$ cat src/shared/det_params.svh
/*
 * Register offsets, field positions, reset values and count-clock codes
 * of the dual event timer.
 * Assumes inclusion by bare name from the design files.
 */
`ifndef DET_PARAMS_SVH
`define DET_PARAMS_SVH

// ----------------------------------------------------------------------
// register byte offsets
// ----------------------------------------------------------------------
`define DET_ADDR_CLK_SEL 12'h000
`define DET_ADDR_OUT_CTRL 12'h004
`define DET_ADDR_OSC_SEL 12'h008
`define DET_ADDR_CMP1 12'h00C
`define DET_ADDR_CMP2 12'h010
`define DET_ADDR_CNT1 12'h014
`define DET_ADDR_CNT2 12'h018
`define DET_ADDR_RUN 12'h01C
`define DET_ADDR_IRQ_STS 12'h020
`define DET_ADDR_IRQ_MSK 12'h024

// ----------------------------------------------------------------------
// field positions
// ----------------------------------------------------------------------
`define DET_SEL_CH1_LSB 0
`define DET_SEL_CH2_LSB 4
`define DET_OC_OE1 0
`define DET_OC_CH1_LEVEL_SET 2
`define DET_OC_CH1_LEVEL_RESET 3
`define DET_OC_OE2 4
`define DET_OC_LVS2 6
`define DET_OC_LVR2 7
`define DET_OSC_SCALE 0

// ----------------------------------------------------------------------
// reset values
// ----------------------------------------------------------------------
`define DET_RST_BYTE 8'h00
`define DET_RST_WORD 32'h0000_0000

// ----------------------------------------------------------------------
// count-clock select codes; divide ratio is 2 to the exponent while clock_scale_bit is high
// ----------------------------------------------------------------------
`define DET_SEL_EVT_FALL 4'h0
`define DET_SEL_EVT_RISE 4'h1
`define DET_SEL_DIV_FIRST 4'h6
`define DET_SEL_DIV_LAST 4'hE
`define DET_SEL_DIV_TOP 4'hF
`define DET_EXP_BASE 4'h5
`define DET_EXP_TOP 4'hB

`endif

$ cat src/shared/det_pkg.sv
/*
 * Types of the dual event timer: bus states and the packed state
 * records of each module.
 * Assumes det_params.svh is compiled alongside.
 */
package det_pkg;

    typedef enum logic [1:0] {
        DET_BUS_IDLE = 2'b01,
        DET_BUS_ACK = 2'b10
    } det_bus_st_t;

    typedef struct packed {
        logic s1;
        logic s2;
        logic s3;
    } det_sync_st_t;

    typedef struct packed {
        logic [11:0] div;
        logic tick;
    } det_clk_st_t;

    typedef struct packed {
        det_bus_st_t bus;
        logic pready;
        logic pslverr;
        logic [31:0] prdata;
        logic [7:0] count_clock_select_reg;
        logic clock_scale_bit;
        logic [1:0] run;
        logic [7:0] ch1_compare;
        logic [7:0] ch2_compare;
        logic [7:0] ch1_counter;
        logic [7:0] ch2_counter;
        logic ch1_output_enable;
        logic ch2_output_enable;
        logic ch1_wave;
        logic ch2_wave;
        logic ch1_match;
        logic ch2_match;
        logic [1:0] sts;
        logic [1:0] msk;
        logic irq;
    } det_top_st_t;

endpackage

$ cat src/core/det_count_clock.sv
/*
 * Count-clock selector for one channel: event edge or a power-of-two
 * division of pclk, emitted as a one-cycle tick.
 * Assumes edge pulses come from det_event_sync.
 */
`timescale 1ns/1ps
`include "det_params.svh"

module det_count_clock
    import det_pkg::*;
(
    // clock and reset
    input wire logic pclk,
    input wire logic presetn,
    input wire logic pce,
    // selection
    input wire logic [3:0] sel,
    input wire logic clock_scale_bit,
    input wire logic run,
    // event edges and tick
    input wire logic evt_rise,
    input wire logic evt_fall,
    output logic tick
);

    det_clk_st_t cur_r, cur_nxt;
    logic [3:0] exp_w;
    logic [11:0] mask_w;
    logic div_sel_w;

    always_comb begin
        cur_nxt = cur_r;
        exp_w = 4'h0;
        div_sel_w = 1'b0;
        cur_nxt.tick = 1'b0;
        case (sel)
            `DET_SEL_EVT_FALL: cur_nxt.tick = evt_fall;
            `DET_SEL_EVT_RISE: cur_nxt.tick = evt_rise;
            `DET_SEL_DIV_TOP: begin
                exp_w = `DET_EXP_TOP;
                div_sel_w = 1'b1;
            end
            default: begin
                // prohibited codes never tick
                if (sel >= `DET_SEL_DIV_FIRST && sel <= `DET_SEL_DIV_LAST) begin
                    exp_w = sel - `DET_EXP_BASE;
                    div_sel_w = 1'b1;
                end
            end
        endcase
        // scale bit low doubles every divided period
        if (!clock_scale_bit) begin
            exp_w = exp_w + 4'h1;
        end
        mask_w = ~(12'hFFF << exp_w);
        if (div_sel_w && ((cur_r.div & mask_w) == mask_w)) begin
            cur_nxt.tick = 1'b1;
        end
        cur_nxt.div = cur_r.div + 12'h001;
        // a stopped channel restarts with a whole first period
        if (!run) begin
            cur_nxt.div = 12'h000;
            cur_nxt.tick = 1'b0;
        end
        tick = cur_r.tick;
    end

    always_ff @(posedge pclk or negedge presetn) begin
        if (!presetn) begin
            cur_r <= '0;
        end else if (pce) begin
            cur_r <= cur_nxt;
        end
    end

endmodule

$ cat src/core/det_event_sync.sv
/*
 * Two-flop synchroniser and edge detector for one event pin.
 * Assumes the pin is asynchronous to pclk and pulses wider than two
 * clock periods in each level.
 */
`timescale 1ns/1ps

module det_event_sync
    import det_pkg::*;
(
    // clock and reset
    input wire logic pclk,
    input wire logic presetn,
    input wire logic pce,
    // event pin and detected edges
    input wire logic pin,
    output logic rise,
    output logic fall
);

    det_sync_st_t cur_r, cur_nxt;

    always_comb begin
        cur_nxt = cur_r;
        cur_nxt.s1 = pin;
        cur_nxt.s2 = cur_r.s1;
        cur_nxt.s3 = cur_r.s2;
        // only s2 and s3 feed the edge logic, s1 stays private
        rise = cur_r.s2 & ~cur_r.s3;
        fall = ~cur_r.s2 & cur_r.s3;
    end

    always_ff @(posedge pclk or negedge presetn) begin
        if (!presetn) begin
            cur_r <= '0;
        end else if (pce) begin
            cur_r <= cur_nxt;
        end
    end

endmodule

$ cat src/core/det_timer.sv
/*
 * Dual 8-bit timer / event counter with APB register access, compare
 * match interrupts and square-wave outputs.
 * Assumes a single pclk domain, APB master per AMBA, and that software
 * routes the wave pins to the pads before enabling them.
 */
// The address map and register access over APB were decided locally.
`timescale 1ns/1ps
`include "det_params.svh"

module det_timer
    import det_pkg::*;
(
    // clock, reset, clock enable
    input wire logic pclk,
    input wire logic presetn,
    input wire logic pce,
    // apb slave
    input wire logic psel,
    input wire logic penable,
    input wire logic pwrite,
    input wire logic [11:0] paddr,
    input wire logic [31:0] pwdata,
    output logic [31:0] prdata,
    output logic pready,
    output logic pslverr,
    // event pins
    input wire logic ch1_event_in,
    input wire logic ch2_event_in,
    // wave pins
    output logic ch1_wave_out,
    output logic ch1_wave_oe,
    output logic ch2_wave_out,
    output logic ch2_wave_oe,
    // interrupts
    output logic ch1_match_irq,
    output logic ch2_match_irq,
    output logic irq
);

    det_top_st_t cur_r, cur_nxt;

    logic ch1_rise, ch1_fall, ch2_rise, ch2_fall;
    logic ch1_tick, ch2_tick;
    logic [31:0] rd_data;
    logic rd_err;
    logic wr_go;
    logic [8:0] step1, step2;
    logic [1:0] sts_clr;

    // ------------------------------------------------------------------
    // one counter step: bit 8 flags a compare match
    // ------------------------------------------------------------------
    function automatic logic [8:0] chan_step(
        input logic [7:0] cnt,
        input logic [7:0] cmp,
        input logic tick,
        input logic run
    );
        logic [8:0] res;
        res = {1'b0, cnt};
        if (!run) begin
            res = 9'h000;
        end else if (tick) begin
            if (cnt == cmp) begin
                // cleared to zero, counting goes on
                res = 9'h100;
            end else begin
                res = {1'b0, 8'(cnt + 8'h01)};
            end
        end
        return res;
    endfunction

    // ------------------------------------------------------------------
    // event pins and count clocks
    // ------------------------------------------------------------------
    det_event_sync u_ch1_sync (
        .pclk(pclk),
        .presetn(presetn),
        .pce(pce),
        .pin(ch1_event_in),
        .rise(ch1_rise),
        .fall(ch1_fall)
    );

    det_event_sync u_ch2_sync (
        .pclk(pclk),
        .presetn(presetn),
        .pce(pce),
        .pin(ch2_event_in),
        .rise(ch2_rise),
        .fall(ch2_fall)
    );

    det_count_clock u_ch1_clk (
        .pclk(pclk),
        .presetn(presetn),
        .pce(pce),
        .sel(cur_r.count_clock_select_reg[`DET_SEL_CH1_LSB +: 4]),
        .clock_scale_bit(cur_r.clock_scale_bit),
        .run(cur_r.run[0]),
        .evt_rise(ch1_rise),
        .evt_fall(ch1_fall),
        .tick(ch1_tick)
    );

    det_count_clock u_ch2_clk (
        .pclk(pclk),
        .presetn(presetn),
        .pce(pce),
        .sel(cur_r.count_clock_select_reg[`DET_SEL_CH2_LSB +: 4]),
        .clock_scale_bit(cur_r.clock_scale_bit),
        .run(cur_r.run[1]),
        .evt_rise(ch2_rise),
        .evt_fall(ch2_fall),
        .tick(ch2_tick)
    );

    // ------------------------------------------------------------------
    // read decode
    // ------------------------------------------------------------------
    always_comb begin
        rd_data = `DET_RST_WORD;
        rd_err = 1'b0;
        case (paddr)
            `DET_ADDR_CLK_SEL: rd_data[7:0] = cur_r.count_clock_select_reg;
            `DET_ADDR_OUT_CTRL: begin
                // level set and reset bits always read zero
                rd_data[`DET_OC_OE1] = cur_r.ch1_output_enable;
                rd_data[`DET_OC_OE2] = cur_r.ch2_output_enable;
            end
            `DET_ADDR_OSC_SEL: rd_data[`DET_OSC_SCALE] = cur_r.clock_scale_bit;
            `DET_ADDR_CMP1: rd_data[7:0] = cur_r.ch1_compare;
            `DET_ADDR_CMP2: rd_data[7:0] = cur_r.ch2_compare;
            `DET_ADDR_CNT1: rd_data[7:0] = cur_r.ch1_counter;
            `DET_ADDR_CNT2: rd_data[7:0] = cur_r.ch2_counter;
            `DET_ADDR_RUN: rd_data[1:0] = cur_r.run;
            `DET_ADDR_IRQ_STS: rd_data[1:0] = cur_r.sts;
            `DET_ADDR_IRQ_MSK: rd_data[1:0] = cur_r.msk;
            default: rd_err = 1'b1;
        endcase
    end

    // ------------------------------------------------------------------
    // next state
    // ------------------------------------------------------------------
    always_comb begin
        cur_nxt = cur_r;
        wr_go = 1'b0;
        sts_clr = 2'b00;

        // bus: one wait state, then the access completes
        case (cur_r.bus)
            DET_BUS_IDLE: begin
                cur_nxt.pready = 1'b0;
                cur_nxt.pslverr = 1'b0;
                if (psel && penable) begin
                    cur_nxt.bus = DET_BUS_ACK;
                    cur_nxt.pready = 1'b1;
                    cur_nxt.pslverr = rd_err;
                    cur_nxt.prdata = pwrite ? `DET_RST_WORD : rd_data;
                end
            end
            DET_BUS_ACK: begin
                cur_nxt.bus = DET_BUS_IDLE;
                cur_nxt.pready = 1'b0;
                cur_nxt.pslverr = 1'b0;
                wr_go = psel && penable && pwrite && !cur_r.pslverr;
            end
            default: begin
                cur_nxt.bus = DET_BUS_IDLE;
                cur_nxt.pready = 1'b0;
                cur_nxt.pslverr = 1'b0;
            end
        endcase

        // counters
        step1 = chan_step(cur_r.ch1_counter, cur_r.ch1_compare, ch1_tick, cur_r.run[0]);
        step2 = chan_step(cur_r.ch2_counter, cur_r.ch2_compare, ch2_tick, cur_r.run[1]);
        cur_nxt.ch1_counter = step1[7:0];
        cur_nxt.ch2_counter = step2[7:0];
        cur_nxt.ch1_match = step1[8];
        cur_nxt.ch2_match = step2[8];
        if (step1[8] && cur_r.ch1_output_enable) begin
            cur_nxt.ch1_wave = ~cur_r.ch1_wave;
        end
        if (step2[8] && cur_r.ch2_output_enable) begin
            cur_nxt.ch2_wave = ~cur_r.ch2_wave;
        end

        // register writes
        if (wr_go) begin
            case (paddr)
                `DET_ADDR_CLK_SEL: cur_nxt.count_clock_select_reg = pwdata[7:0];
                `DET_ADDR_OUT_CTRL: begin
                    cur_nxt.ch1_output_enable = pwdata[`DET_OC_OE1];
                    cur_nxt.ch2_output_enable = pwdata[`DET_OC_OE2];
                    // reset wins if both level bits are written as one
                    if (pwdata[`DET_OC_CH1_LEVEL_RESET]) begin
                        cur_nxt.ch1_wave = 1'b0;
                    end else if (pwdata[`DET_OC_CH1_LEVEL_SET]) begin
                        cur_nxt.ch1_wave = 1'b1;
                    end
                    if (pwdata[`DET_OC_LVR2]) begin
                        cur_nxt.ch2_wave = 1'b0;
                    end else if (pwdata[`DET_OC_LVS2]) begin
                        cur_nxt.ch2_wave = 1'b1;
                    end
                end
                `DET_ADDR_OSC_SEL: cur_nxt.clock_scale_bit = pwdata[`DET_OSC_SCALE];
                `DET_ADDR_CMP1: cur_nxt.ch1_compare = pwdata[7:0];
                `DET_ADDR_CMP2: cur_nxt.ch2_compare = pwdata[7:0];
                `DET_ADDR_RUN: cur_nxt.run = pwdata[1:0];
                `DET_ADDR_IRQ_STS: sts_clr = pwdata[1:0];
                `DET_ADDR_IRQ_MSK: cur_nxt.msk = pwdata[1:0];
                default: sts_clr = 2'b00;
            endcase
        end

        // a match in the clearing cycle keeps its status bit
        cur_nxt.sts = (cur_r.sts & ~sts_clr) | {step2[8], step1[8]};
        cur_nxt.irq = |(cur_nxt.sts & cur_nxt.msk);
    end

    // ------------------------------------------------------------------
    // state register
    // ------------------------------------------------------------------
    always_ff @(posedge pclk or negedge presetn) begin
        if (!presetn) begin
            cur_r <= '0;
            cur_r.bus <= DET_BUS_IDLE;
        end else if (pce) begin
            cur_r <= cur_nxt;
        end
    end

    // ------------------------------------------------------------------
    // outputs, all straight from the state register
    // ------------------------------------------------------------------
    assign prdata = cur_r.prdata;
    assign pready = cur_r.pready;
    assign pslverr = cur_r.pslverr;
    assign ch1_wave_out = cur_r.ch1_wave;
    assign ch2_wave_out = cur_r.ch2_wave;
    assign ch1_wave_oe = cur_r.ch1_output_enable;
    assign ch2_wave_oe = cur_r.ch2_output_enable;
    assign ch1_match_irq = cur_r.ch1_match;
    assign ch2_match_irq = cur_r.ch2_match;
    assign irq = cur_r.irq;

endmodule

$ cat config.mk
export PLATFORM = sky130hd
export DESIGN_NAME = det_timer
export DESIGN_NICKNAME = d
export VERILOG_FILES = /design/src/shared/det_pkg.sv /design/src/core/det_count_clock.sv /design/src/core/det_event_sync.sv /design/src/core/det_timer.sv
export VERILOG_INCLUDE_DIRS = /design/src /design/src/shared
export SDC_FILE = /design/constraint.sdc
export NUM_CORES = 1
export LEC_CHECK = 0
export BUFFER_PORTS_ARGS = -buffer_cell sky130_fd_sc_hd__buf_4
export CORE_ASPECT_RATIO = 2
export CORE_MARGIN = 3
export CORE_UTILIZATION = 45
export DETAILED_ROUTE_END_ITERATION = 12
export MAX_ROUTING_LAYER = met4
export PLACE_DENSITY = 0.69
export SLEW_MARGIN = 20
export SYNTH_ARGS = -nofsm -noshare
export SYNTH_HDL_FRONTEND = slang
export SYNTH_HIERARCHICAL = 1
export SYNTH_SLANG_ARGS = --single-unit
$ cat constraint.sdc
create_clock -name pclk -period 5.99 [get_ports pclk]
set_input_delay 0.8985 -clock pclk [delete_from_list [all_inputs] [get_ports pclk]]
set_output_delay 0.8985 -clock pclk [all_outputs]
set_load 0.005 [all_outputs]
======== Word level (Yosys, flattened, before mapping) ========
Index checks and enable logic that the tools add are counted.
cells by class
  add/sub/neg operators ................... 8
  bitwise gates (word level) .............. 18
  shift-type cells ........................ 2
  order comparisons ....................... 4
  equality and inequality tests ........... 22
  divide/modulo/power cells ............... 0
  multipliers ............................. 0
  multiplexer cells ....................... 44
  reduce and logical (&&, ||, !) cells .... 27
operator list
  operator                                                              count
  9-bit 2-to-1 mux                                                      6
  12-bit by 5-bit == test with 1-bit output (second input constant)     4
  36-bit 2-to-1 mux                                                     1
  13-bit 2-to-1 mux                                                     2
  12-bit by 1-bit adder with 12-bit output (second input constant)      2
  12-bit bitwise AND                                                    2
  12-bit == test                                                        2
  12-bit by 4-bit == test with 1-bit output (second input constant)     2
  12-bit by 6-bit == test with 1-bit output (second input constant)     2
  12-bit NOT                                                            2
  12-bit by 4-bit left shift with 12-bit output (first input constant)  2
  3-bit AND reduction                                                   7
  4-bit 2-to-1 mux                                                      5
  8-bit by 1-bit adder with 8-bit output (second input constant)        2
  8-bit == test                                                         2
  4-bit one-hot mux with 2 select lines                                 2
  3-bit one-hot mux with 5 select lines                                 1
  12-bit by 3-bit == test with 1-bit output (second input constant)     1
  12-bit zero test                                                      1
  1-bit 2-to-1 mux                                                      12
  2-bit 2-to-1 mux                                                      6
  1-bit one-hot mux with 10 select lines                                1
  2-bit one-hot mux with 5 select lines                                 1
  10-bit OR reduction                                                   1
  24 further kinds                                                      56
storage, ports and cells
  logic and storage cells ................. 155
  memories ................................ 0
  register bits after elaboration ......... 122
  latch bits .............................. 0
  input bits .............................. 52
  memory bits (read-only) ................. 0
  RAM bits ................................ 0
  output and inout bits ................... 41

======== Logic depth before layout (Yosys ltp) ========
  word-level depth ........................ 13
  depth in mapped cells ................... 14
  gate-level depth less buffers ........... 13

======== Modules after synthesis ========
The synthesis kept the hierarchy.
modules (own cells, without submodules)
  module                       sequential area each (µm²)  area an instance (µm²)  instances  cells each
  det_timer                    1652.8                      3887.5                  1          404
  det_count_clock (u_ch2_clk)  325.3                       1213.7                  1          152
  det_count_clock (u_ch1_clk)  325.3                       1188.6                  1          158
  det_event_sync               75.1                        121.4                   2          8

======== Worst setup path before layout ========
OpenSTA, ideal clock, no wires.
  path kind ............................... reg2reg
  start point ............................. register cur_r[50] in the netlist's numbering
  end point ............................... register u_ch2_clk.cur_r (netlist bit u_ch2_clk/tick)
  data arrival time ....................... 3.029 ns
  slack ................................... 2.865 ns
  buffers on the path ..................... 1
  library setup time ...................... 0.095 ns
  required time ........................... 5.895 ns
  period minus slack after synthesis ...... 3.125 ns
  stages on the path, launching flop included .. 14
  cells stage by stage .................... dfrtp_1 buf_2 inv_1 ha_1 o31ai_1 a22o_1 ha_1 nor2b_1 a311o_1 a31oi_2 o221ai_1 a211oi_1 a21oi_1 o31ai_1
on the way
  longest elaborated chain between the ends .. 13
  elaborated cells between the ends (all ways) .. 22
  those cells by class .................... add/sub: 2; order compare: 2; eq/ne: 3; shift: 1; mux: 8; bitwise: 2; reduce/logical: 4
ends and longest elaborated chain
  element                                                                                                                      line                   RTL
  from (decl)                                                                                                                  det_timer.sv:41        det_top_st_t cur_r, cur_nxt;
  from (signal assigned)                                                                                                       det_timer.sv:234       cur_r <= cur_nxt;
  4-bit by 3-bit greater-or-equal comparator with 1-bit output (no source line) / 4-bit <= comparator (equally long branches)  n/a
  1-bit logical AND (no source line)                                                                                           n/a
  4-bit 2-to-1 mux                                                                                                             det_count_clock.sv:45  if (sel >= `DET_SEL_DIV_FIRST && sel <= `DET_SEL_DIV_LAST) begin
  4-bit one-hot mux with 2 select lines                                                                                        det_count_clock.sv:36  case (sel)
  4-bit by 1-bit adder with 4-bit output                                                                                       det_count_clock.sv:53  exp_w = exp_w + 4'h1;
  4-bit 2-to-1 mux                                                                                                             det_count_clock.sv:52  if (!clock_scale_bit) begin
  12-bit by 4-bit left shift with 12-bit output                                                                                det_count_clock.sv:55  mask_w = ~(12'hFFF << exp_w);
  12-bit NOT                                                                                                                   det_count_clock.sv:55
  12-bit bitwise AND                                                                                                           det_count_clock.sv:56  if (div_sel_w && ((cur_r.div & mask_w) == mask_w)) begin
  12-bit == test                                                                                                               det_count_clock.sv:56
  1-bit logical AND                                                                                                            det_count_clock.sv:56
  1-bit 2-to-1 mux *                                                                                                           det_count_clock.sv:56
  13-bit 2-to-1 mux *                                                                                                          det_count_clock.sv:61  if (!run) begin
  to (signal assigned)                                                                                                         det_count_clock.sv:72  cur_r <= cur_nxt;
  to (decl)                                                                                                                    det_count_clock.sv:26  det_clk_st_t cur_r, cur_nxt;
Every way passes the cells marked *; elsewhere a longest branch is shown, timed or not.
A chain may end at the register's enable or synchronous reset.

======== Worst setup path in the final report ========
Same ends and word-level chain as after synthesis.

==> flow_metrics.tcl <==
set metrics [dict create \
    drv_cap 0 \
    synth_cell_types 78 \
    place_congestion 0.936 \
    rows 61 \
    max_slew.worst_pin.slew_ns 0.923 \
    fp.dieW_um 91.2 \
    cts_setup_buffers 0 \
    hpwl_um 13200 \
    max_stage_delay_ns 0.65 \
    fin_crit_ns 3.68 \
    slew_violations 0 \
    vias 5684 \
    synthArstFlopShare_pct 100 \
    dr.pass1.iters 7 \
    synth_area_per_cell_sq_um 8.95 \
    slew_headroom_pct 37.9 \
    detail_route.wl_per_cell_um 18.7 \
    synth_flop_cell "dfrtp_1" \
    cp_cell_sequence "inv_1 -> ha_1 -> o31ai_1 -> a22o_1 -> ha_1 -> nor2b_1 -> a311o_1 -> a31oi_2 -> o221ai_1 -> a211oi_1 -> a21oi_1 -> o31ai_1" \
    hold_buffers 0 \
    slowest_stage "dfrtp_1" \
    placement.io_buffers 44 \
    drt_wl_total_um 17700 \
    grt_pass1_vias 5771 \
    fp.dieH_um 176 \
    hold_class "input pin to async pin" \
    crit_type "register to register" \
    drt-initial-drc-count 310 \
    critPathMaxFanout 15 \
    core_area_sq_mm 0.0140 \
    numCtsBuffers 9 \
    fmax_ghz 0.272 \
    post_cts_resized 0 \
    drive_gt1_share_pct 17.6 \
    grt_max_degree 73 \
    synth_top_area_cell "dfrtp_1" \
    ys_warn_count 6 \
    synth_area_sq_mm 0.00653 \
    rsz0062_at_grt "no" \
    finalCritPeriodShare_pct 61.4 \
    setup_viol 0 \
    synthTopCellsByCount "97 x dfrtp_1, 85 x nand2_1, 53 x o21ai_0" \
    die_area_sq_mm 0.0161 \
    floorplan.initialDensity_pct 46.5 \
    finalNetCount 819 \
    grt-ovfl-total 0 \
    yosys-top-cells-area "dfrtp_1 37%, mux2_2 5.3%, nand2_1 4.9%, o21ai_0 4.1%, buf_4 3.7%" \
    postLayoutCellArea_sq_mm 0.00720 \
    synth_enable_flop_cells 0 \
    grt_use_total_pct 23.1 \
    setup_tns_ns 0 \
    ios 93 \
    placed_cell_area_sq_mm 0.00687 \
    fillCellCount 1368 \
    synth-seq-area-share_pct 37.6 \
    finalHoldViolCount 0 \
    htreeDepth 3 \
    leakagePower_nw 3.29 \
    cts.sinks 98 \
    cts.path.max_buffers 2 \
    viasPerCell 6.01 \
    end_kind "register" \
    status "finished, final reports clean" \
    p_per_area_mw_per_mm2 219 \
    root_buffer "clkbuf_16" \
    regArea_sq_mm 0.00245 \
    diodes 0 \
    ant_nets 0 \
    synthMostInstantiatedCell "dfrtp_1" \
    cp.arrival_ns 3.93 \
    drc 0 \
    syn_to_final_growth_pct 10.2 \
    yosysTopAreaCellShare_pct 37.2 \
    multi_input_area_sq_mm 0.00362 \
    netlist_instances 730 \
    clk_latency_ns 0.35 \
    vdd_ir_drop_max_mv 0.141 \
    grt_pass1_wl_um 28800 \
    finClkSkew_ns 0.00783 \
    start_kind "register" \
    clk_pin_slew_worst_paths_ns 0.07 \
    antenna_found_initial 0 \
    required_ns 6.25 \
    cts_tree "yes" \
    ys_ff_latch 98 \
]
[sequential cells by signal, indices dropped and copies added (netlist names), 2 cells and up]
signal              count
cur_r                  49
u_ch1_clk/cur_r        12
u_ch2_clk/cur_r        12
prdata                  8
u_ch1_sync/cur_nxt      2
u_ch2_sync/cur_nxt      2
[metrics by stage]
| step | cells | power [mW] | util (%) | setup slack [ns] | hold slack (ns) |
|---|---|---|---|---|---|
| 3_3_place_gp | 929 | 0.923 | 48.9 | 2.46 | 0.471 |
| 6_report | 945 | 1.57 | 51.2 | 2.31 | 0.461 |
| 3_5_place_dp | 929 | 0.932 | 48.9 | 2.36 | 0.473 |
| 4_1_cts | 945 | 1.58 | 51.2 | 2.34 | 0.470 |
| 2_1_floorplan | 753 | 0.865 | - | 2.87 | 0.451 |
| 5_1_grt | 945 | 1.63 | 51.2 | 2.04 | 0.484 |
[where the power goes]
part           total (mW)  switching, mW  internal, mW
sequential          0.760         0.0589         0.701
combinational       0.162         0.0973        0.0642
clock               0.653          0.274         0.379
total                1.57          0.430          1.14
[layout by cell type (no fill, tap or decap), types with 10 or more instances in the layout]
cell	instances
o22ai_1	16
nand2_1	85
a21oi_1	26
a22oi_1	11
conb_1	24
o21ai_0	53
a211oi_1	10
and3_1	12
dfrtp_1	97
nand4_1	10
nor2_1	32
nor3_1	10
inv_1	45
ha_1	16
o31ai_1	14
xor2_1	21
nand3_1	31
mux2_2	31
buf_4	52
[per-layer routing]
| layer | part of all wire, % | track usage (%) |
|---|---|---|
| met2 | 56 | 42.3 |
| met4 | 5.2 | 13.5 |
| met3 | 3.6 | 3.28 |
| met1 | 36 | 22.8 |
| met5 | 0 | - |
[cell type report]
type / count / area share (%)
clock buffer: 10 / 3.32
inverter: 45 / 2.35
sequential: 98 / 34.1
clock inverter: 6 / 1.25
tap: 189 / 3.29
multi-input combinational: 545 / 50.3
timing repair buffer: 52 / 5.42
[worst paths after layout]
path,from,endpoint,slack (ns),cells after the start
setup / recovery,cur_r[50]$_DFFE_PN0P_,u_ch2_clk/tick$_DFFE_PN0P_,2.31,12
hold / removal,presetn,cur_r[1]$_DFFE_PN0P_,0.46,1
setup reg to reg,cur_r[50]$_DFFE_PN0P_,u_ch2_clk/tick$_DFFE_PN0P_,2.31,12
hold reg to reg,prdata[7]$_DFFE_PN0P_,prdata[7]$_DFFE_PN0P_,0.48,2
max in group asynchronous,presetn,u_ch2_clk/cur_r[12]$_DFFE_PN0P_,4.29,2
min in group pclk,prdata[7]$_DFFE_PN0P_,prdata[7]$_DFFE_PN0P_,0.48,2
[kinds of logic after synthesis]
family                   synth area share, %
AND/OR/NAND/NOR                         19.7
AO/OA/AOI/OAI                           20.8
buffers and inverters                   8.56
adder cells (fa/ha/maj)                 3.06
XOR/XNOR                                3.22
other                                 0.0574
flip-flops                              37.6
multiplexers                            7.11
[worst max-delay path, delay by kind of cell, from the launching register on]
family / cells / cell delay, ns
and+or+nand+nor: 1 / 0.15
DFF: 1 / 0.65
buffers and inverters: 1 / 0.16
AOI/OAI and AO/OA: 8 / 1.96
adders and majority gates: 2 / 0.65
Power figures use the tool's default switching activity.
